## src/gtm_pkg.sv

```systemverilog
// package: register map, field positions and types for timer mode/control block
//
// Functional notes
// second mode field: 1 one-shot, 2 periodic, 3 capture; 0 reserved.
// in split halves config, second mode field alone sets second half mode.
// in wide config, second mode is ignored; first mode field is used.
// control bits 11:10 pick second capture edge: 0 rise, 1 fall, 3 both.
// control bits 3:2 pick first capture edge with the same encoding.
// control bit 9 freezes second timer during debug halt.
// control bit 1 freezes first timer during debug halt.
// freeze bits do nothing while the processor runs normally.
// control bit 8 enables the second timer.
// control bit 0 enables the first timer.
// control bit 6 inverts the first timer PWM output.
// control bit 5 gates the first timer trigger toward the ADC.
// ADC must be enabled and select this timer to use the trigger.
// control bit 4 enables real-time-clock counting.
// software keeps reserved bits across read-modify-write, relies on none.
// config field: 0 wide, 1 rtc, 4 to 7 split halves.
// second capture sub-mode bit: 0 edge-count, 1 edge-time.
// all control and mode fields reset to zero.
package gtm_pkg;
  localparam logic [11:0] ADDR_CONFIG = 12'h0000;
  localparam logic [11:0] ADDR_FIRST_MODE = 12'h0004;
  localparam logic [11:0] ADDR_SECOND_MODE = 12'h0008;
  localparam logic [11:0] ADDR_CONTROL = 12'h000c;
  localparam logic [31:0] RESET_VALUE = 32'h0000_0000;
  localparam logic [31:0] CONFIG_MASK = 32'h0000_0007;
  localparam logic [31:0] MODE_MASK = 32'h0000_000f;
  localparam logic [31:0] CONTROL_MASK = 32'h0000_0f7f;
  localparam int CTL_FIRST_ON = 0;
  localparam int CTL_FIRST_FREEZE = 1;
  localparam int CTL_FIRST_EDGE_LO = 2;
  localparam int CTL_RTC_ON = 4;
  localparam int CTL_FIRST_ADC = 5;
  localparam int CTL_FIRST_INV = 6;
  localparam int CTL_SECOND_ON = 8;
  localparam int CTL_SECOND_FREEZE = 9;
  localparam int CTL_SECOND_EDGE_LO = 10;
  localparam int MODE_SUBMODE = 2;
  localparam int MODE_ALT = 3;
  localparam logic [1:0] RESP_OKAY = 2'b00;
  localparam logic [1:0] RESP_SLVERR = 2'b10;

  typedef enum logic [1:0]
  {
    GTM_MODE_NONE = 2'b00,
    GTM_MODE_ONESHOT = 2'b01,
    GTM_MODE_PERIODIC = 2'b10,
    GTM_MODE_CAPTURE = 2'b11
  } gtm_mode_t;

  typedef enum logic [1:0]
  {
    GTM_EDGE_RISE = 2'b00,
    GTM_EDGE_FALL = 2'b01,
    GTM_EDGE_RSVD = 2'b10,
    GTM_EDGE_BOTH = 2'b11
  } gtm_edge_t;

  typedef enum logic [1:0]
  {
    GTM_CFG_WIDE = 2'b00,
    GTM_CFG_RTC = 2'b01,
    GTM_CFG_SPLIT = 2'b10,
    GTM_CFG_RSVD = 2'b11
  } gtm_cfg_t;

  // decoded per-half controls toward the counting datapaths
  typedef struct packed
  {
    logic run;
    logic advance;
    gtm_mode_t mode;
    logic edgeTime;
    logic pwmSelect;
    logic riseEdge;
    logic fallEdge;
  } gtm_half_t;
endpackage

```

## src/gtm_timer_mode_control.sv

```systemverilog
// timer mode and control registers with AXI4-Lite slave and decode
`timescale 1ns/10ps
module gtm_timer_mode_control
(
  input wire logic ref_clk,
  input wire logic reset_n,
  input wire logic [11:0] s_axi_awaddr,
  input wire logic s_axi_awvalid,
  output logic s_axi_awready,
  input wire logic [31:0] s_axi_wdata,
  input wire logic [3:0] s_axi_wstrb,
  input wire logic s_axi_wvalid,
  output logic s_axi_wready,
  output logic [1:0] s_axi_bresp,
  output logic s_axi_bvalid,
  input wire logic s_axi_bready,
  input wire logic [11:0] s_axi_araddr,
  input wire logic s_axi_arvalid,
  output logic s_axi_arready,
  output logic [31:0] s_axi_rdata,
  output logic [1:0] s_axi_rresp,
  output logic s_axi_rvalid,
  input wire logic s_axi_rready,
  input wire logic debugHalt,
  input wire logic firstPwmRaw,
  input wire logic firstAdcTriggerRaw,
  output gtm_pkg::gtm_half_t firstCtl,
  output gtm_pkg::gtm_half_t secondCtl,
  output gtm_pkg::gtm_cfg_t widthConfig,
  output logic rtcCountOn,
  output logic firstPwmOut,
  output logic firstAdcTrigger
);
  logic [31:0] cfgReg, firstModeReg, secondModeReg, controlReg;
  logic [31:0] next_cfgReg, next_firstModeReg, next_secondModeReg, next_controlReg;
  logic [11:0] awAddr, next_awAddr;
  logic awHeld, next_awHeld;
  logic [31:0] wData, next_wData;
  logic [3:0] wStrb, next_wStrb;
  logic wHeld, next_wHeld;
  logic bValid, next_bValid;
  logic [1:0] bResp, next_bResp;
  logic rValid, next_rValid;
  logic [1:0] rResp, next_rResp;
  logic [31:0] rData, next_rData;
  logic haltSync1, haltSync2;
  logic halted;
  logic doWrite;
  logic [31:0] byteMask;
  gtm_pkg::gtm_cfg_t next_widthConfig;
  gtm_pkg::gtm_half_t next_firstCtl, next_secondCtl;
  logic next_pwm, next_trig, next_rtc;

  // debug halt crosses from the core's halt logic
  always_ff @(posedge ref_clk or negedge reset_n)
  begin
    if (!reset_n)
    begin
      haltSync1 <= 1'b0;
      haltSync2 <= 1'b0;
    end
    else
    begin
      haltSync1 <= debugHalt;
      haltSync2 <= haltSync1;
    end
  end
  assign halted = haltSync2;

  assign s_axi_awready = !awHeld && !bValid;
  assign s_axi_wready = !wHeld && !bValid;
  assign s_axi_bvalid = bValid;
  assign s_axi_bresp = bResp;
  assign s_axi_arready = !rValid;
  assign s_axi_rvalid = rValid;
  assign s_axi_rresp = rResp;
  assign s_axi_rdata = rData;
  assign doWrite = awHeld && wHeld && !bValid;

  genvar gi;
  generate
    for (gi = 0; gi < 4; gi++)
    begin : g_lane
      assign byteMask[gi*8 +: 8] = {8{wStrb[gi]}};
    end
  endgenerate

  // bus channels and register storage
  always_comb
  begin
    next_awAddr = awAddr;
    next_awHeld = awHeld;
    next_wData = wData;
    next_wStrb = wStrb;
    next_wHeld = wHeld;
    next_bValid = bValid;
    next_bResp = bResp;
    next_rValid = rValid;
    next_rResp = rResp;
    next_rData = rData;
    next_cfgReg = cfgReg;
    next_firstModeReg = firstModeReg;
    next_secondModeReg = secondModeReg;
    next_controlReg = controlReg;
    if (s_axi_awvalid && s_axi_awready)
    begin
      next_awAddr = s_axi_awaddr;
      next_awHeld = 1'b1;
    end
    if (s_axi_wvalid && s_axi_wready)
    begin
      next_wData = s_axi_wdata;
      next_wStrb = s_axi_wstrb;
      next_wHeld = 1'b1;
    end
    if (doWrite)
    begin
      next_awHeld = 1'b0;
      next_wHeld = 1'b0;
      next_bValid = 1'b1;
      next_bResp = gtm_pkg::RESP_OKAY;
      case ({awAddr[11:2], 2'b00})
        gtm_pkg::ADDR_CONFIG:
          next_cfgReg = ((cfgReg & ~byteMask) | (wData & byteMask)) & gtm_pkg::CONFIG_MASK;
        gtm_pkg::ADDR_FIRST_MODE:
          next_firstModeReg = ((firstModeReg & ~byteMask) | (wData & byteMask))
            & gtm_pkg::MODE_MASK;
        gtm_pkg::ADDR_SECOND_MODE:
          next_secondModeReg = ((secondModeReg & ~byteMask) | (wData & byteMask))
            & gtm_pkg::MODE_MASK;
        gtm_pkg::ADDR_CONTROL:
          next_controlReg = ((controlReg & ~byteMask) | (wData & byteMask))
            & gtm_pkg::CONTROL_MASK;
        default:
          next_bResp = gtm_pkg::RESP_SLVERR;
      endcase
    end
    else if (bValid && s_axi_bready)
    begin
      next_bValid = 1'b0;
    end
    if (s_axi_arvalid && s_axi_arready)
    begin
      next_rValid = 1'b1;
      next_rResp = gtm_pkg::RESP_OKAY;
      case ({s_axi_araddr[11:2], 2'b00})
        gtm_pkg::ADDR_CONFIG: next_rData = cfgReg;
        gtm_pkg::ADDR_FIRST_MODE: next_rData = firstModeReg;
        gtm_pkg::ADDR_SECOND_MODE: next_rData = secondModeReg;
        gtm_pkg::ADDR_CONTROL: next_rData = controlReg;
        default:
        begin
          next_rData = gtm_pkg::RESET_VALUE;
          next_rResp = gtm_pkg::RESP_SLVERR;
        end
      endcase
    end
    else if (rValid && s_axi_rready)
    begin
      next_rValid = 1'b0;
    end
  end

  always_ff @(posedge ref_clk or negedge reset_n)
  begin
    if (!reset_n)
    begin
      awAddr <= 12'h000;
      awHeld <= 1'b0;
      wData <= gtm_pkg::RESET_VALUE;
      wStrb <= 4'h0;
      wHeld <= 1'b0;
      bValid <= 1'b0;
      bResp <= gtm_pkg::RESP_OKAY;
      rValid <= 1'b0;
      rResp <= gtm_pkg::RESP_OKAY;
      rData <= gtm_pkg::RESET_VALUE;
      cfgReg <= gtm_pkg::RESET_VALUE;
      firstModeReg <= gtm_pkg::RESET_VALUE;
      secondModeReg <= gtm_pkg::RESET_VALUE;
      controlReg <= gtm_pkg::RESET_VALUE;
    end
    else
    begin
      awAddr <= next_awAddr;
      awHeld <= next_awHeld;
      wData <= next_wData;
      wStrb <= next_wStrb;
      wHeld <= next_wHeld;
      bValid <= next_bValid;
      bResp <= next_bResp;
      rValid <= next_rValid;
      rResp <= next_rResp;
      rData <= next_rData;
      cfgReg <= next_cfgReg;
      firstModeReg <= next_firstModeReg;
      secondModeReg <= next_secondModeReg;
      controlReg <= next_controlReg;
    end
  end

  // decode of configuration into per-half controls
  always_comb
  begin
    case (cfgReg[2:0])
      3'h0: next_widthConfig = gtm_pkg::GTM_CFG_WIDE;
      3'h1: next_widthConfig = gtm_pkg::GTM_CFG_RTC;
      3'h4, 3'h5, 3'h6, 3'h7: next_widthConfig = gtm_pkg::GTM_CFG_SPLIT;
      default: next_widthConfig = gtm_pkg::GTM_CFG_RSVD;
    endcase
    next_firstCtl.run = controlReg[gtm_pkg::CTL_FIRST_ON];
    next_firstCtl.advance = controlReg[gtm_pkg::CTL_FIRST_ON]
      && !(halted && controlReg[gtm_pkg::CTL_FIRST_FREEZE]);
    next_firstCtl.mode = gtm_pkg::gtm_mode_t'(firstModeReg[1:0]);
    next_firstCtl.edgeTime = firstModeReg[gtm_pkg::MODE_SUBMODE];
    next_firstCtl.pwmSelect = firstModeReg[gtm_pkg::MODE_ALT];
    next_firstCtl.riseEdge = controlReg[gtm_pkg::CTL_FIRST_EDGE_LO +: 2] == 2'b00
      || controlReg[gtm_pkg::CTL_FIRST_EDGE_LO +: 2] == 2'b11;
    next_firstCtl.fallEdge = controlReg[gtm_pkg::CTL_FIRST_EDGE_LO] == 1'b1;
    next_secondCtl.run = controlReg[gtm_pkg::CTL_SECOND_ON];
    next_secondCtl.advance = controlReg[gtm_pkg::CTL_SECOND_ON]
      && !(halted && controlReg[gtm_pkg::CTL_SECOND_FREEZE]);
    if (next_widthConfig == gtm_pkg::GTM_CFG_SPLIT)
    begin
      next_secondCtl.mode = gtm_pkg::gtm_mode_t'(secondModeReg[1:0]);
      next_secondCtl.edgeTime = secondModeReg[gtm_pkg::MODE_SUBMODE];
      next_secondCtl.pwmSelect = secondModeReg[gtm_pkg::MODE_ALT];
    end
    else
    begin
      next_secondCtl.mode = gtm_pkg::gtm_mode_t'(firstModeReg[1:0]);
      next_secondCtl.edgeTime = firstModeReg[gtm_pkg::MODE_SUBMODE];
      next_secondCtl.pwmSelect = firstModeReg[gtm_pkg::MODE_ALT];
    end
    next_secondCtl.riseEdge = controlReg[gtm_pkg::CTL_SECOND_EDGE_LO +: 2] == 2'b00
      || controlReg[gtm_pkg::CTL_SECOND_EDGE_LO +: 2] == 2'b11;
    next_secondCtl.fallEdge = controlReg[gtm_pkg::CTL_SECOND_EDGE_LO] == 1'b1;
    next_pwm = firstPwmRaw ^ controlReg[gtm_pkg::CTL_FIRST_INV];
    next_trig = firstAdcTriggerRaw && controlReg[gtm_pkg::CTL_FIRST_ADC];
    next_rtc = controlReg[gtm_pkg::CTL_RTC_ON];
  end

  always_ff @(posedge ref_clk or negedge reset_n)
  begin
    if (!reset_n)
    begin
      widthConfig <= gtm_pkg::GTM_CFG_WIDE;
      firstCtl <= '0;
      secondCtl <= '0;
      firstPwmOut <= 1'b0;
      firstAdcTrigger <= 1'b0;
      rtcCountOn <= 1'b0;
    end
    else
    begin
      widthConfig <= next_widthConfig;
      firstCtl <= next_firstCtl;
      secondCtl <= next_secondCtl;
      firstPwmOut <= next_pwm;
      firstAdcTrigger <= next_trig;
      rtcCountOn <= next_rtc;
    end
  end

  a_first_freeze: assert property (@(posedge ref_clk) disable iff (!reset_n)
    (halted && controlReg[1] && controlReg[0]) |=> !firstCtl.advance)
    else $error("first timer advances while frozen by halt");
  a_second_freeze: assert property (@(posedge ref_clk) disable iff (!reset_n)
    (halted && controlReg[9] && controlReg[8]) |=> !secondCtl.advance)
    else $error("second timer advances while frozen by halt");
  a_run_normal: assert property (@(posedge ref_clk) disable iff (!reset_n)
    (!halted && controlReg[8]) |=> secondCtl.advance)
    else $error("freeze bit acts while not halted");
  a_first_enable: assert property (@(posedge ref_clk) disable iff (!reset_n)
    1'b1 |=> firstCtl.run == $past(controlReg[0]))
    else $error("first enable does not follow control bit 0");
  a_second_enable: assert property (@(posedge ref_clk) disable iff (!reset_n)
    1'b1 |=> secondCtl.run == $past(controlReg[8]))
    else $error("second enable does not follow control bit 8");
  a_pwm_invert: assert property (@(posedge ref_clk) disable iff (!reset_n)
    1'b1 |=> firstPwmOut == ($past(firstPwmRaw) ^ $past(controlReg[6])))
    else $error("pwm output polarity wrong");
  a_trig_gate: assert property (@(posedge ref_clk) disable iff (!reset_n)
    !controlReg[5] |=> !firstAdcTrigger)
    else $error("adc trigger passes while gate is off");
  a_rtc_enable: assert property (@(posedge ref_clk) disable iff (!reset_n)
    1'b1 |=> rtcCountOn == $past(controlReg[4]))
    else $error("rtc enable does not follow control bit 4");
  a_wide_mode: assert property (@(posedge ref_clk) disable iff (!reset_n)
    (cfgReg[2:0] == 3'h0) |=> secondCtl.mode == $past(firstModeReg[1:0]))
    else $error("wide config does not use first mode");
  a_split_mode: assert property (@(posedge ref_clk) disable iff (!reset_n)
    cfgReg[2] |=> secondCtl.mode == $past(secondModeReg[1:0]))
    else $error("split config does not use second mode");
  a_edge_both: assert property (@(posedge ref_clk) disable iff (!reset_n)
    (controlReg[11:10] == 2'b11) |=> secondCtl.riseEdge && secondCtl.fallEdge)
    else $error("both-edge select wrong for second half");
  a_edge_fall: assert property (@(posedge ref_clk) disable iff (!reset_n)
    (controlReg[3:2] == 2'b01) |=> !firstCtl.riseEdge && firstCtl.fallEdge)
    else $error("falling-edge select wrong for first half");
endmodule

```

## config.mk

```make
export PLATFORM = sky130hd
export DESIGN_NAME = gtm_timer_mode_control
export DESIGN_NICKNAME = d
export VERILOG_FILES = /design/src/gtm_pkg.sv /design/src/gtm_timer_mode_control.sv
export SDC_FILE = /design/constraint.sdc
export NUM_CORES = 1
export LEC_CHECK = 0
export ABC_AREA = 0
export BUFFER_PORTS_ARGS = -buffer_cell sky130_fd_sc_hd__buf_4
export CAP_MARGIN = 5
export CORE_ASPECT_RATIO = 0.8
export CORE_MARGIN = 1
export CORE_UTILIZATION = 50
export CTS_CLUSTER_DIAMETER = 50
export CTS_CLUSTER_SIZE = 40
export DETAILED_ROUTE_END_ITERATION = 16
export PLACE_DENSITY_LB_ADDON = 0.12
export SLEW_MARGIN = 20
export SYNTH_ARGS = -nofsm -noshare
export SYNTH_HDL_FRONTEND = slang
export SYNTH_SLANG_ARGS = --single-unit
```

## constraint.sdc

```tcl
create_clock -name ref_clk -period 5.65 [get_ports ref_clk]
set_clock_uncertainty 0.15 [all_clocks]
set_input_delay 0.2825 -clock ref_clk [delete_from_list [all_inputs] [get_ports ref_clk]]
set_output_delay 0.2825 -clock ref_clk [all_outputs]
set_load 0.01 [all_outputs]
```

==> results of run 1 <==
==> metrics by stage <==
stage               area, µm²  setup slack [ns]
floorplan                3530              3.51
global placement         4050              3.18
detailed placement       4050              3.18
CTS                      4370              3.17
global route             4390              3.06
finish                   4390              3.20
==> cells in the final DEF, fill, tap and decap left out, types with 2 or more instances in the layout <==
| cell | n |
|---|---|
| sky130_fd_sc_hd__a21boi_0 | 2 |
| sky130_fd_sc_hd__and2_1 | 2 |
| sky130_fd_sc_hd__buf_4 | 81 |
| sky130_fd_sc_hd__bufinv_16 | 3 |
| sky130_fd_sc_hd__clkbuf_8 | 9 |
| sky130_fd_sc_hd__clkinv_4 | 2 |
| sky130_fd_sc_hd__conb_1 | 23 |
| sky130_fd_sc_hd__dfrtp_1 | 85 |
| sky130_fd_sc_hd__dlygate4sd3_1 | 10 |
| sky130_fd_sc_hd__inv_1 | 5 |
| sky130_fd_sc_hd__mux2_2 | 50 |
| sky130_fd_sc_hd__mux4_2 | 3 |
| sky130_fd_sc_hd__nand2_1 | 21 |
| sky130_fd_sc_hd__nand3_1 | 3 |
| sky130_fd_sc_hd__nand3b_1 | 3 |
| sky130_fd_sc_hd__nor2_1 | 5 |
| sky130_fd_sc_hd__nor2b_1 | 3 |
| sky130_fd_sc_hd__nor4_1 | 2 |
| sky130_fd_sc_hd__nor4_4 | 4 |
| sky130_fd_sc_hd__o21a_1 | 2 |
| sky130_fd_sc_hd__o21ai_0 | 14 |
| sky130_fd_sc_hd__or4_1 | 2 |
| sky130_fd_sc_hd__xnor2_1 | 2 |
==> worst paths after layout <==
path                                                    to  slack, ns  depth (start not counted)
worst max-delay path                             flip-flop       3.20                          3
worst min-delay path                 awAddr[3]$_DFFE_PN0P_       0.02                          2
worst max register to register                   flip-flop       3.20                          3
worst min register to register         haltSync2$_DFF_PN0_       0.19                          0
max in group asynchronous       s_axi_rdata[4]$_DFFE_PN0P_       4.45                          2
min in group asynchronous            firstCtl[5]$_DFF_PN0_       0.41                          2
==> synthesized netlist by cell type, drive strengths merged <==
master | count | area, µm²
nand2b | 1 | 6.26
clkbuf | 6 | 22.5
dfrtp | 85 | 2130
nand3 | 3 | 15.0
or2 | 1 | 6.26
a21boi | 2 | 15.0
nor4 | 7 | 110
nor2b | 3 | 18.8
inv | 5 | 18.8
o21a | 2 | 15.0
nand3b | 3 | 22.5
xnor2 | 2 | 17.5
buf | 25 | 183
mux2i | 1 | 10.0
nand2 | 21 | 78.8
or4 | 2 | 15.0
or3b | 1 | 8.76
and2 | 3 | 18.8
nor2 | 5 | 18.8
conb | 1 | 3.75
a21o | 1 | 7.51
o21ai | 14 | 70.1
mux2 | 50 | 563
xor2 | 1 | 8.76
mux4 | 3 | 67.6
==> layout make-up <==
type | count | area [µm²]
Inverter | 5 | 18.8
Tap cell | 84 | 105
Fill cell | 479 | 2150
Sequential cell | 85 | 2130
Clock inverter | 6 | 113
Timing Repair Buffer | 92 | 719
Multi-Input combinational cell | 149 | 1180
Clock buffer | 9 | 124
==> report_power, final <==
part / leakage [nW] / internal (mW) / switching, mW
sequential: 1.10 / 0.720 / 0.0817
combinational: 0.933 / 0.173 / 0.142
clock: 0.119 / 0.292 / 0.208
==> kinds of logic (layout without fill, tap and decap cells) <==
group                     count (synthesis)  count (layout)  synth area share (%)
AOI/OAI and AO/OA                        19              19                  3.12
xor gates and xnor gates                  3               3                 0.762
buffers and inverters                    36             112                  6.50
DFF                                      85              85                  61.7
muxes                                    54              54                  18.6
other                                     1              23                 0.109
and+or+nand+nor                          50              50                  9.25
==> layer usage <==
layer	part of all wire, %	up-vias	wire length, µm
met2	47	72	2850
met3	5.5	6	336
met4	0.94	0	57
met1	47	984	2850
met5	0	-	0
li1	-	992	-
==> timing repair <==
item	CTS	global route
buffers inserted	0	0
setup endpoints to repair	0	0
gates resized for setup	0	0
endpoints found under the hold margin	9	1
hold buffers	9	1
==> insert_results.sql, run 1 <==
INSERT INTO impl_metrics (metric_group, metric, value, unit) VALUES
('place', 'dp.cells', '405', ''),
('route', 'wl_per_cell', '14.2', 'µm'),
('power_and_ir_drop', 'cellLeakagePower', '2.16', 'nW'),
('critical_path', 'critPathTopFamily', 'simple AND/OR/NAND/NOR gates', ''),
('synthesis', 'ys_types', '29', ''),
('critical_path', 'cp-end-kind', 'flip-flop', ''),
('run', 'cap_viol_max_count', '0', ''),
('floorplan', 'initial_core_util', '52.7', '%'),
('finish', 'finalNonFillerCells', '430', ''),
('sta', 'final_max_slew_viol_count', '0', ''),
('sta', 'post-route-min-period', '2.45', 'ns'),
('floorplan', 'standard_cell_rows', '26', ''),
('synthesis', 'synth_area_per_cell', '13.9', 'µm²'),
('floorplan', 'die_height', '76.3', 'µm'),
('critical_path', 'start_of_the_worst_register_to_register_path', 'awAddr[9]$_DFFE_PN0P_', ''),
('route', 'vias', '2054', ''),
('power_and_ir_drop', 'fin_total_pwr', '1.62', 'mW'),
('sta', 'rsz_0062_raised_after_global_routing', 'no', ''),
('route', 'final_antenna_violating_net_count', '0', ''),
('cts', 'clock_sink_count', '85', ''),
('global_routing', 'number_of_global_route_vias_before_repair', '2066', ''),
('critical_path', 'path_cells', 'or4_1 > nor4_4 > mux2_2', ''),
('critical_path', 'endpoint_required_time_on_the_critical_path', '5.73', 'ns'),
('floorplan', 'chip_width', '94.9', 'µm'),
('min_path', 'worst_min_path_start', 's_axi_awaddr[3]', ''),
('place', 'place.gp.congestion', '0.737', ''),
('synthesis', 'syn_inst', '248', ''),
('sta', 'timing_worst_slew_pin_value', '0.741', 'ns'),
('finish', 'layout.nets', '412', ''),
('critical_path', 'number_of_buffers_and_inverters_on_the_critical_path', '0', ''),
('critical_path', 'critical_path.max_stage_delay', '0.76', 'ns'),
('route', 'detail_route.vias_per_cell', '4.78', ''),
('finish', 'drive_gt1_share', '45.4', '%'),
('sta', 'timing.max_slew.rel_slack', '50.6', '%'),
('critical_path', 'worstPathMaxFanout', '7', ''),
('global_routing', 'first_pass_grt_wire_length', '10200', 'µm'),
('route', 'violation_count_after_the_first_detailed_routing_iteration', '80', ''),
('synthesis', 'yosys_register_bits', '85', ''),
('critical_path', 'critPathSlowestCell', 'sky130_fd_sc_hd__or4_1', ''),
('route', 'route.detailed.drc', '0', ''),
('floorplan', 'fp.dieArea', '7240', 'µm²'),
('finish', 'final_core_utilization', '67.1', '%'),
('cts', 'cts.root.buffer_cell', 'sky130_fd_sc_hd__clkbuf_8', ''),
('cts', 'cts.clk_slew.worst_paths', '0.08', 'ns'),
('power_and_ir_drop', 'power.ir.vdd_worst', '0.225', 'mV'),
('place', 'count_of_input_and_output_buffers', '81', ''),
('global_routing', 'gr-usage-met1', '25.9', '%'),
('finish', 'layout-area-overhead-vs-synth', '27.2', '%'),
('cts', 'cts_buffers', '9', ''),
('critical_path', 'cp_data_arrival_time', '2.53', 'ns'),
('global_routing', 'grt_start_max_net_pins', '86', ''),
('global_routing', 'grt_util_all_layers', '18.9', '%'),
('critical_path', 'crit_path_start_kind', 'flip-flop', ''),
('outcome', 'run_status', 'completed', ''),
('cts', 'insertion_delay_to_the_later_sink_of_the_worst_skew_pair', '0.34', 'ns'),
('route', 'totalWireLength', '6090', 'µm'),
('global_routing', 'grt_remaining_overflow', '0', ''),
('sta', 'setup-violations-final', '0', ''),
('global_routing', 'grt_antenna_before_repair', '0', ''),
('sta', 'final.period_utilization', '43.3', '%'),
('cts', 'tritoncts', 'yes', ''),
('sta', 'hold_viol_final', '0', ''),
('synthesis', 'syn_area', '3450', 'µm²'),
('critical_path', 'worst-setup-path-type', 'flip-flop to flip-flop', ''),
('synthesis', 'ys_seq_area_share', '61.7', '%'),
('global_routing', 'globalRouteMet2Util', '28.8', '%'),
('cts', 'max-clock-path-buffers', '2', ''),
('sta', 'highest_achievable_clock_rate', '0.409', 'GHz'),
('synthesis', 'synth_warnings', '0', ''),
('power_and_ir_drop', 'power_density', '369', 'nW/µm²'),
('global_routing', 'gr-max-usage-layer', 'met2', ''),
('critical_path', 'cp-startpoint', 'awAddr[9]$_DFFE_PN0P_', ''),
('cts', 'cts.htree.levels', '3', ''),
('place', 'place.detailed.hpwl', '4160', 'µm'),
('floorplan', 'floorplan.io_pins', '132', ''),
('floorplan', 'core_region_area', '6540', 'µm²'),
('min_path', 'holdCritPathClass', 'input pin to flip-flop', ''),
('finish', 'antenna_cells', '0', ''),
('sta', 'final.hold.worst_slack', '0.0185', 'ns'),
('route', 'dr.pass1.iters', '5', ''),
('sta', 'timing.setup.tns', '0', 'ns'),
('global_routing', 'global_route_track_usage_on_met3', '5.09', '%');
Note: power is estimated with default switching activity, not from simulation.
==> run 2: changes to the inputs <==
- ABC_AREA: 0 -> 1
- CORE_UTILIZATION: 50 -> 44
- clock period: 5.65 -> 2.2 ns (I/O delays scaled with it)
==> insert_results.sql, run 2 <==
INSERT INTO impl_metrics (metric_group, metric, value, unit) VALUES
('outcome', 'run_status', 'completed', ''),
('finish', 'final_core_utilization', '60.9', '%'),
('global_routing', 'grt_antenna_before_repair', '0', ''),
('synthesis', 'syn_area', '3450', 'µm²'),
('critical_path', 'critPathSlowestCell', 'sky130_fd_sc_hd__dfrtp_1', ''),
('power_and_ir_drop', 'combPwrFrac', '21.6', '%'),
('power_and_ir_drop', 'clock_power_share', '26.5', '%'),
('global_routing', 'first_pass_grt_wire_length', '10900', 'µm'),
('route', 'route.detailed.drc', '0', ''),
('route', 'totalWireLength', '6710', 'µm'),
('synthesis', 'top_reg_cell_synth', 'sky130_fd_sc_hd__dfrtp_1', ''),
('power_and_ir_drop', 'cell_internal_pwr', '2.60', 'mW'),
('floorplan', 'die_height', '81.3', 'µm'),
('sta', 'timing.setup.tns', '0', 'ns'),
('critical_path', 'endpoint_required_time_on_the_critical_path', '2.30', 'ns'),
('sta', 'setup-violations-final', '0', ''),
('power_and_ir_drop', 'seqPwrFrac', '51.9', '%'),
('finish', 'drive_gt1_share', '27.4', '%'),
('global_routing', 'number_of_global_route_vias_before_repair', '2429', ''),
('critical_path', 'path_cells', 'nor2_1 > nand4_1 > nor2_2 > nand2_2 > nand2_1 > o21ai_2', ''),
('cts', 'cts.htree.levels', '3', ''),
('route', 'vias', '2550', ''),
('floorplan', 'fp.dieArea', '8210', 'µm²'),
('place', 'place.detailed.hpwl', '4640', 'µm'),
('cts', 'cts_resized', '0', ''),
('route', 'wl_per_cell', '11.7', 'µm'),
('power_and_ir_drop', 'fraction_of_power_spent_switching_nets', '30.6', '%'),
('finish', 'layout.nets', '533', ''),
('synthesis', 'yosys_register_bits', '85', ''),
('min_path', 'holdCritPathClass', 'input pin to flip-flop', ''),
('sta', 'timing.final.ws_setup', '0.610', 'ns'),
('synthesis', 'synth_area_per_cell', '9.96', 'µm²'),
('cts', 'max-clock-path-buffers', '2', ''),
('critical_path', 'cp-end-kind', 'flip-flop', ''),
('run', 'cap_viol_max_count', '0', ''),
('finish', 'ff_latch_area', '2130', 'µm²'),
('sta', 'final_max_slew_viol_count', '0', ''),
('finish', 'layout-area-overhead-vs-synth', '32.2', '%'),
('synthesis', 'ys_types', '26', ''),
('floorplan', 'chip_width', '101', 'µm'),
('sta', 'highest_achievable_clock_rate', '0.629', 'GHz'),
('sta', 'final.hold.worst_slack', '0.0248', 'ns'),
('place', 'dpl_worst_slack', '0.593', 'ns'),
('place', 'place.gp.congestion', '0.751', ''),
('synthesis', 'synth_top_cell_area_share', '61.6', '%'),
('critical_path', 'worstPathMaxFanout', '14', ''),
('route', 'dr.pass1.iters', '4', ''),
('power_and_ir_drop', 'power_density', '820', 'nW/µm²'),
('sta', 'hold_viol_final', '0', ''),
('synthesis', 'synth_warnings', '0', ''),
('finish', 'multi_input_comb_area', '1080', 'µm²'),
('floorplan', 'floorplan.io_pins', '132', ''),
('synthesis', 'syn_inst', '347', ''),
('power_and_ir_drop', 'cellLeakagePower', '2.38', 'nW'),
('critical_path', 'cp_data_arrival_time', '1.69', 'ns'),
('route', 'final_antenna_violating_net_count', '0', ''),
('cts', 'cts.clk_slew.worst_paths', '0.09', 'ns'),
('global_routing', 'grt_remaining_overflow', '0', ''),
('finish', 'finalNonFillerCells', '573', ''),
('synthesis', 'synthMostInstantiatedCell', 'sky130_fd_sc_hd__dfrtp_1', ''),
('floorplan', 'standard_cell_rows', '28', ''),
('route', 'detail_route.vias_per_cell', '4.45', ''),
('sta', 'timing_worst_slew_pin_value', '0.590', 'ns'),
('finish', 'antenna_cells', '0', ''),
('synthesis', 'asyncSetResetFlopFracSynth', '100', '%'),
('cts', 'cts_buffers', '9', ''),
('route', 'violation_count_after_the_first_detailed_routing_iteration', '88', ''),
('sta', 'final.period_utilization', '72.3', '%'),
('finish', 'most_common_cell_after_layout_fill_and_taps_aside', 'sky130_fd_sc_hd__dfrtp_1', ''),
('cts', 'clock_sink_count', '85', ''),
('finish', 'most-common-layout-cells', 'sky130_fd_sc_hd__dfrtp_1 (85), sky130_fd_sc_hd__buf_4 (84), sky130_fd_sc_hd__nand2_1 (78)', ''),
('floorplan', 'core_region_area', '7500', 'µm²'),
('place', 'count_of_input_and_output_buffers', '81', ''),
('power_and_ir_drop', 'power.ir.vdd_worst', '0.593', 'mV'),
('critical_path', 'critical_path.max_stage_delay', '0.39', 'ns'),
('cts', 'insertion_delay_to_the_later_sink_of_the_worst_skew_pair', '0.36', 'ns'),
('cts', 'tritoncts', 'yes', ''),
('floorplan', 'initial_core_util', '46.1', '%'),
('synthesis', 'synth-edff-count', '0', ''),
('sta', 'post-route-min-period', '1.59', 'ns'),
('cts', 'cts.root.buffer_cell', 'sky130_fd_sc_hd__clkbuf_8', ''),
('place', 'dp.cells', '527', ''),
('critical_path', 'crit_path_start_kind', 'flip-flop', ''),
('synthesis', 'yosysTopAreaCell', 'sky130_fd_sc_hd__dfrtp_1', ''),
('critical_path', 'number_of_buffers_and_inverters_on_the_critical_path', '0', ''),
('sta', 'timing.max_slew.rel_slack', '60.6', '%'),
('global_routing', 'grt_start_max_net_pins', '48', ''),
('finish', 'fillerInstances', '694', ''),
('critical_path', 'critPathTopFamily', 'simple AND/OR/NAND/NOR gates', ''),
('sta', 'rsz_0062_raised_after_global_routing', 'no', ''),
('global_routing', 'grt_util_all_layers', '17.8', '%'),
('critical_path', 'worst-setup-path-type', 'flip-flop to flip-flop', ''),
('power_and_ir_drop', 'p_switching', '1.15', 'mW'),
('synthesis', 'ys_seq_area_share', '61.6', '%'),
('synthesis', 'synthTopCellsByArea', 'sky130_fd_sc_hd__dfrtp_1 (62%), sky130_fd_sc_hd__nand2_1 (8.5%), sky130_fd_sc_hd__buf_4 (5.0%)', ''),
('synthesis', 'synth.cells.most_frequent', 'sky130_fd_sc_hd__dfrtp_1 (85), sky130_fd_sc_hd__nand2_1 (78), sky130_fd_sc_hd__nor2_1 (31)', '');
## run 2: metrics by stage
step	power [mW]	area [µm²]
3_3_place_gp	2.73	4090
6_report	3.75	4570
2_1_floorplan	2.50	3540
5_1_grt	4.00	4570
4_1_cts	3.81	4570
3_5_place_dp	2.76	4090
## run 2: kinds of logic after synthesis
family / after synthesis / share of synthesized area [%]
AOI/OAI and AO/OA: 45 / 7.35
xor gates and xnor gates: 3 / 0.761
buffers and inverters: 57 / 9.45
DFF: 85 / 61.6
muxes: 8 / 2.61
other: 1 / 0.109
and+or+nand+nor: 148 / 18.1
## run 2: worst paths after layout
path,start,end,slack (ns),cells past startpoint
setup / recovery,awAddr[11]$_DFFE_PN0P_,flip-flop,0.61,6
hold / removal,s_axi_arvalid,s_axi_rvalid$_DFFE_PN0P_,0.02,4
setup reg to reg,awAddr[11]$_DFFE_PN0P_,flip-flop,0.61,6
hold reg to reg,haltSync1$_DFF_PN0_,haltSync2$_DFF_PN0_,0.21,0
max in group asynchronous,reset_n,wData[2]$_DFFE_PN0P_,1.13,3
min in group asynchronous,reset_n,s_axi_rdata[2]$_DFFE_PN0P_,0.15,2
## run 2: metal layers
metal  vias up  global-route usage [%]  wire (µm)
li1       1288                       -          -
met1      1153                    22.8       3260
met2        95                    28.0       2880
met3        14                    5.59        437
met4         0                    8.26        132
met5         -                       0          0
## run 2: worst reg2reg max path, cell delays in order (launching register included)
cell and delay [ns]:
sky130_fd_sc_hd__dfrtp_1 0.39, sky130_fd_sc_hd__nor2_1 0.12, sky130_fd_sc_hd__nand4_1 0.18, sky130_fd_sc_hd__nor2_2 0.21, sky130_fd_sc_hd__nand2_2 0.23, sky130_fd_sc_hd__nand2_1 0.15, sky130_fd_sc_hd__o21ai_2 0.05
## run 2: area by class of cell
cell class                 instances  area share, %
tap                              105           2.88
clock buffer                       9           2.71
clock inverter                     7           1.26
multi-input combinational        227           23.7
sequential                        85           46.6
inverter                          25           2.05
timing repair buffer             115           20.8
## run 2: repair_timing
| item | CTS | global route |
|---|---|---|
| hold buffers | 30 | 0 |
| endpoints found under the hold margin | 75 | 0 |
| buffers inserted | 0 | 0 |
## run 2: power groups by stage
stage	clock (mW)	sequential [mW]	combinational [mW]
2_1_floorplan	0	1.96	0.539
3_3_place_gp	0	1.97	0.762
3_5_place_dp	0	1.98	0.781
4_1_cts	1.03	1.95	0.826
5_1_grt	1.10	1.97	0.922
6_report	0.991	1.94	0.811
==> run 3: changes to the inputs <==
- ABC_AREA: 1 -> 0
- CORE_UTILIZATION: 44 -> 49
- clock period: 2.2 -> 1.55 ns (I/O delays scaled with it)
==> insert_results.sql, run 3 (same netlist as run 1, synthesis figures left out) <==
INSERT INTO impl_metrics (metric_group, metric, value, unit) VALUES
('route', 'wl_per_cell', '15.6', 'µm'),
('critical_path', 'endpoint_required_time_on_the_critical_path', '1.63', 'ns'),
('global_routing', 'first_pass_grt_wire_length', '11900', 'µm'),
('floorplan', 'chip_width', '95.8', 'µm'),
('sta', 'rsz_0062_raised_after_global_routing', 'yes', ''),
('power_and_ir_drop', 'power.ir.vdd_worst', '1.01', 'mV'),
('place', 'detailed_place.area', '4320', 'µm²'),
('global_routing', 'grt_start_max_net_pins', '34', ''),
('power_and_ir_drop', 'power_density', '1320', 'nW/µm²'),
('floorplan', 'floorplan.io_pins', '132', ''),
('place', 'place.gp.congestion', '0.766', ''),
('power_and_ir_drop', 'cellLeakagePower', '2.50', 'nW'),
('route', 'violation_count_after_the_first_detailed_routing_iteration', '79', ''),
('global_routing', 'grt_remaining_overflow', '0', ''),
('cts', 'cts.root.buffer_cell', 'sky130_fd_sc_hd__clkbuf_8', ''),
('finish', 'most_common_cell_after_layout_fill_and_taps_aside', 'sky130_fd_sc_hd__buf_4', ''),
('sta', 'highest_achievable_clock_rate', '0.472', 'GHz'),
('outcome', 'run_status', 'finished, violations left', ''),
('critical_path', 'worst-setup-path-type', 'flip-flop to flip-flop', ''),
('global_routing', 'grt_util_all_layers', '21.8', '%'),
('route', 'vias', '2353', ''),
('critical_path', 'start_of_the_worst_register_to_register_path', 'awAddr[8]$_DFFE_PN0P_', ''),
('global_routing', 'grt_antenna_before_repair', '0', ''),
('min_path', 'min_delay_path_depth', '4', ''),
('route', 'detail_route.vias_per_cell', '4.90', ''),
('cts', 'cts.htree.levels', '3', ''),
('finish', 'post_route_cell_area', '5070', 'µm²'),
('place', 'count_of_input_and_output_buffers', '81', ''),
('place', 'place.detailed.hpwl', '4770', 'µm'),
('critical_path', 'worstPathMaxFanout', '7', ''),
('finish', 'antenna_cells', '0', ''),
('cts', 'cts_buffers', '9', ''),
('critical_path', 'r2r_cells', '5', ''),
('finish', 'finalNonFillerCells', '480', ''),
('min_path', 'worst_min_path_start', 's_axi_araddr[4]', ''),
('route', 'dr.pass1.iters', '4', ''),
('finish', 'drive_gt1_share', '48.7', '%'),
('finish', 'most-common-layout-cells', 'sky130_fd_sc_hd__buf_4 (99), sky130_fd_sc_hd__dfrtp_1 (84), sky130_fd_sc_hd__mux2_4 (36)', ''),
('critical_path', 'cp-end-kind', 'flip-flop', ''),
('finish', 'layout-area-overhead-vs-synth', '47.2', '%'),
('power_and_ir_drop', 'fin_total_pwr', '6.68', 'mW'),
('sta', 'hold_viol_final', '0', ''),
('floorplan', 'fp.dieArea', '7380', 'µm²'),
('critical_path', 'cp_data_arrival_time', '2.20', 'ns'),
('sta', 'post-route-min-period', '2.12', 'ns'),
('floorplan', 'core_region_area', '6600', 'µm²'),
('cts', 'max-clock-path-buffers', '2', ''),
('sta', 'timing.final.ws_setup', '-0.569', 'ns'),
('floorplan', 'initial_core_util', '52.2', '%'),
('cts', 'tritoncts', 'yes', ''),
('outcome', 'violations', 'negative setup slack', ''),
('route', 'route.detailed.drc', '0', ''),
('route', 'totalWireLength', '7470', 'µm'),
('sta', 'setup-violations-final', '36', ''),
('sta', 'timing.setup.tns', '-13.17', 'ns'),
('route', 'final_antenna_violating_net_count', '0', ''),
('place', 'dp.cells', '426', ''),
('floorplan', 'die_height', '77.0', 'µm'),
('critical_path', 'crit_path_start_kind', 'flip-flop', ''),
('cts', 'cts.clk_slew.worst_paths', '0.08', 'ns'),
('global_routing', 'number_of_global_route_vias_before_repair', '2430', ''),
('sta', 'final_max_slew_viol_count', '0', ''),
('floorplan', 'standard_cell_rows', '26', ''),
('cts', 'clock_sink_count', '85', ''),
('run', 'cap_viol_max_count', '0', ''),
('cts', 'insertion_delay_to_the_later_sink_of_the_worst_skew_pair', '0.34', 'ns'),
('min_path', 'holdCritPathClass', 'input pin to flip-flop', ''),
('critical_path', 'cp-startpoint', 'awAddr[8]$_DFFE_PN0P_', ''),
('sta', 'final.hold.worst_slack', '0.0298', 'ns'),
('sta', 'final.period_utilization', '137', '%'),
('finish', 'layout.nets', '461', '');
[run 3: layout make-up]
cell class | count | area, µm²
timing repair buffer | 140 | 1220
tap | 84 | 105
multi-input combinational | 150 | 1370
fill | 424 | 1530
clock buffer | 11 | 151
clock inverter | 5 | 81.3
inverter | 5 | 18.8
sequential | 85 | 2130
[run 3: stage by stage]
stage	setup slack (ns)	utilization (%)
2_1_floorplan	-0.552	-
3_3_place_gp	-0.552	65.4
3_5_place_dp	-0.558	65.4
4_1_cts	-0.545	75.8
5_1_grt	-0.616	76.8
6_report	-0.569	76.8
[run 3: timing repair]
item                       in CTS  in global routing
cloned                          1                  1
pin swaps                       1                  5
hold buffers                   32                  1
hold endpoints to repair      115                  1
gates resized for setup        24                 15
setup endpoints to repair      46                 48
setup buffers                   3                  5
[run 3: worst paths after layout]
| kind | end | slack (ns) |
|---|---|---|
| worst max-delay path | flip-flop | -0.57 |
| worst min-delay path | s_axi_rdata[11]$_DFFE_PN0P_ | 0.03 |
| worst max register to register | flip-flop | -0.57 |
| worst min register to register | haltSync2$_DFF_PN0_ | 0.22 |
| max in group asynchronous | firstCtl[1]$_DFF_PN0_ | 0.62 |
| min in group asynchronous | secondCtl[4]$_DFF_PN0_ | 0.05 |
[run 3: critical path: stages, from the launching register on]
cell,delay (ns)
sky130_fd_sc_hd__dfrtp_1,0.39
sky130_fd_sc_hd__or4_4,0.55
sky130_fd_sc_hd__buf_12,0.16
sky130_fd_sc_hd__nor4_4,0.27
sky130_fd_sc_hd__buf_6,0.19
sky130_fd_sc_hd__mux2_4,0.31
[run 3: power by group]
group | total (mW) | leakage, nW | internal [mW] | switching [mW]
Clock | 1.80 | 0.116 | 0.999 | 0.800
Combinational | 1.95 | 1.28 | 1.16 | 0.795
Sequential | 2.92 | 1.10 | 2.63 | 0.296
Total | 6.68 | 2.50 | 4.79 | 1.89
[run 3: metal layers]
layer  routed length [µm]  vias up  GRT usage, %
met2                 3900       71          37.5
li1                     -     1093             -
met3                  298        6          5.46
met5                    0        -             0
met1                 3230     1183          27.2
met4                   46        0          5.82
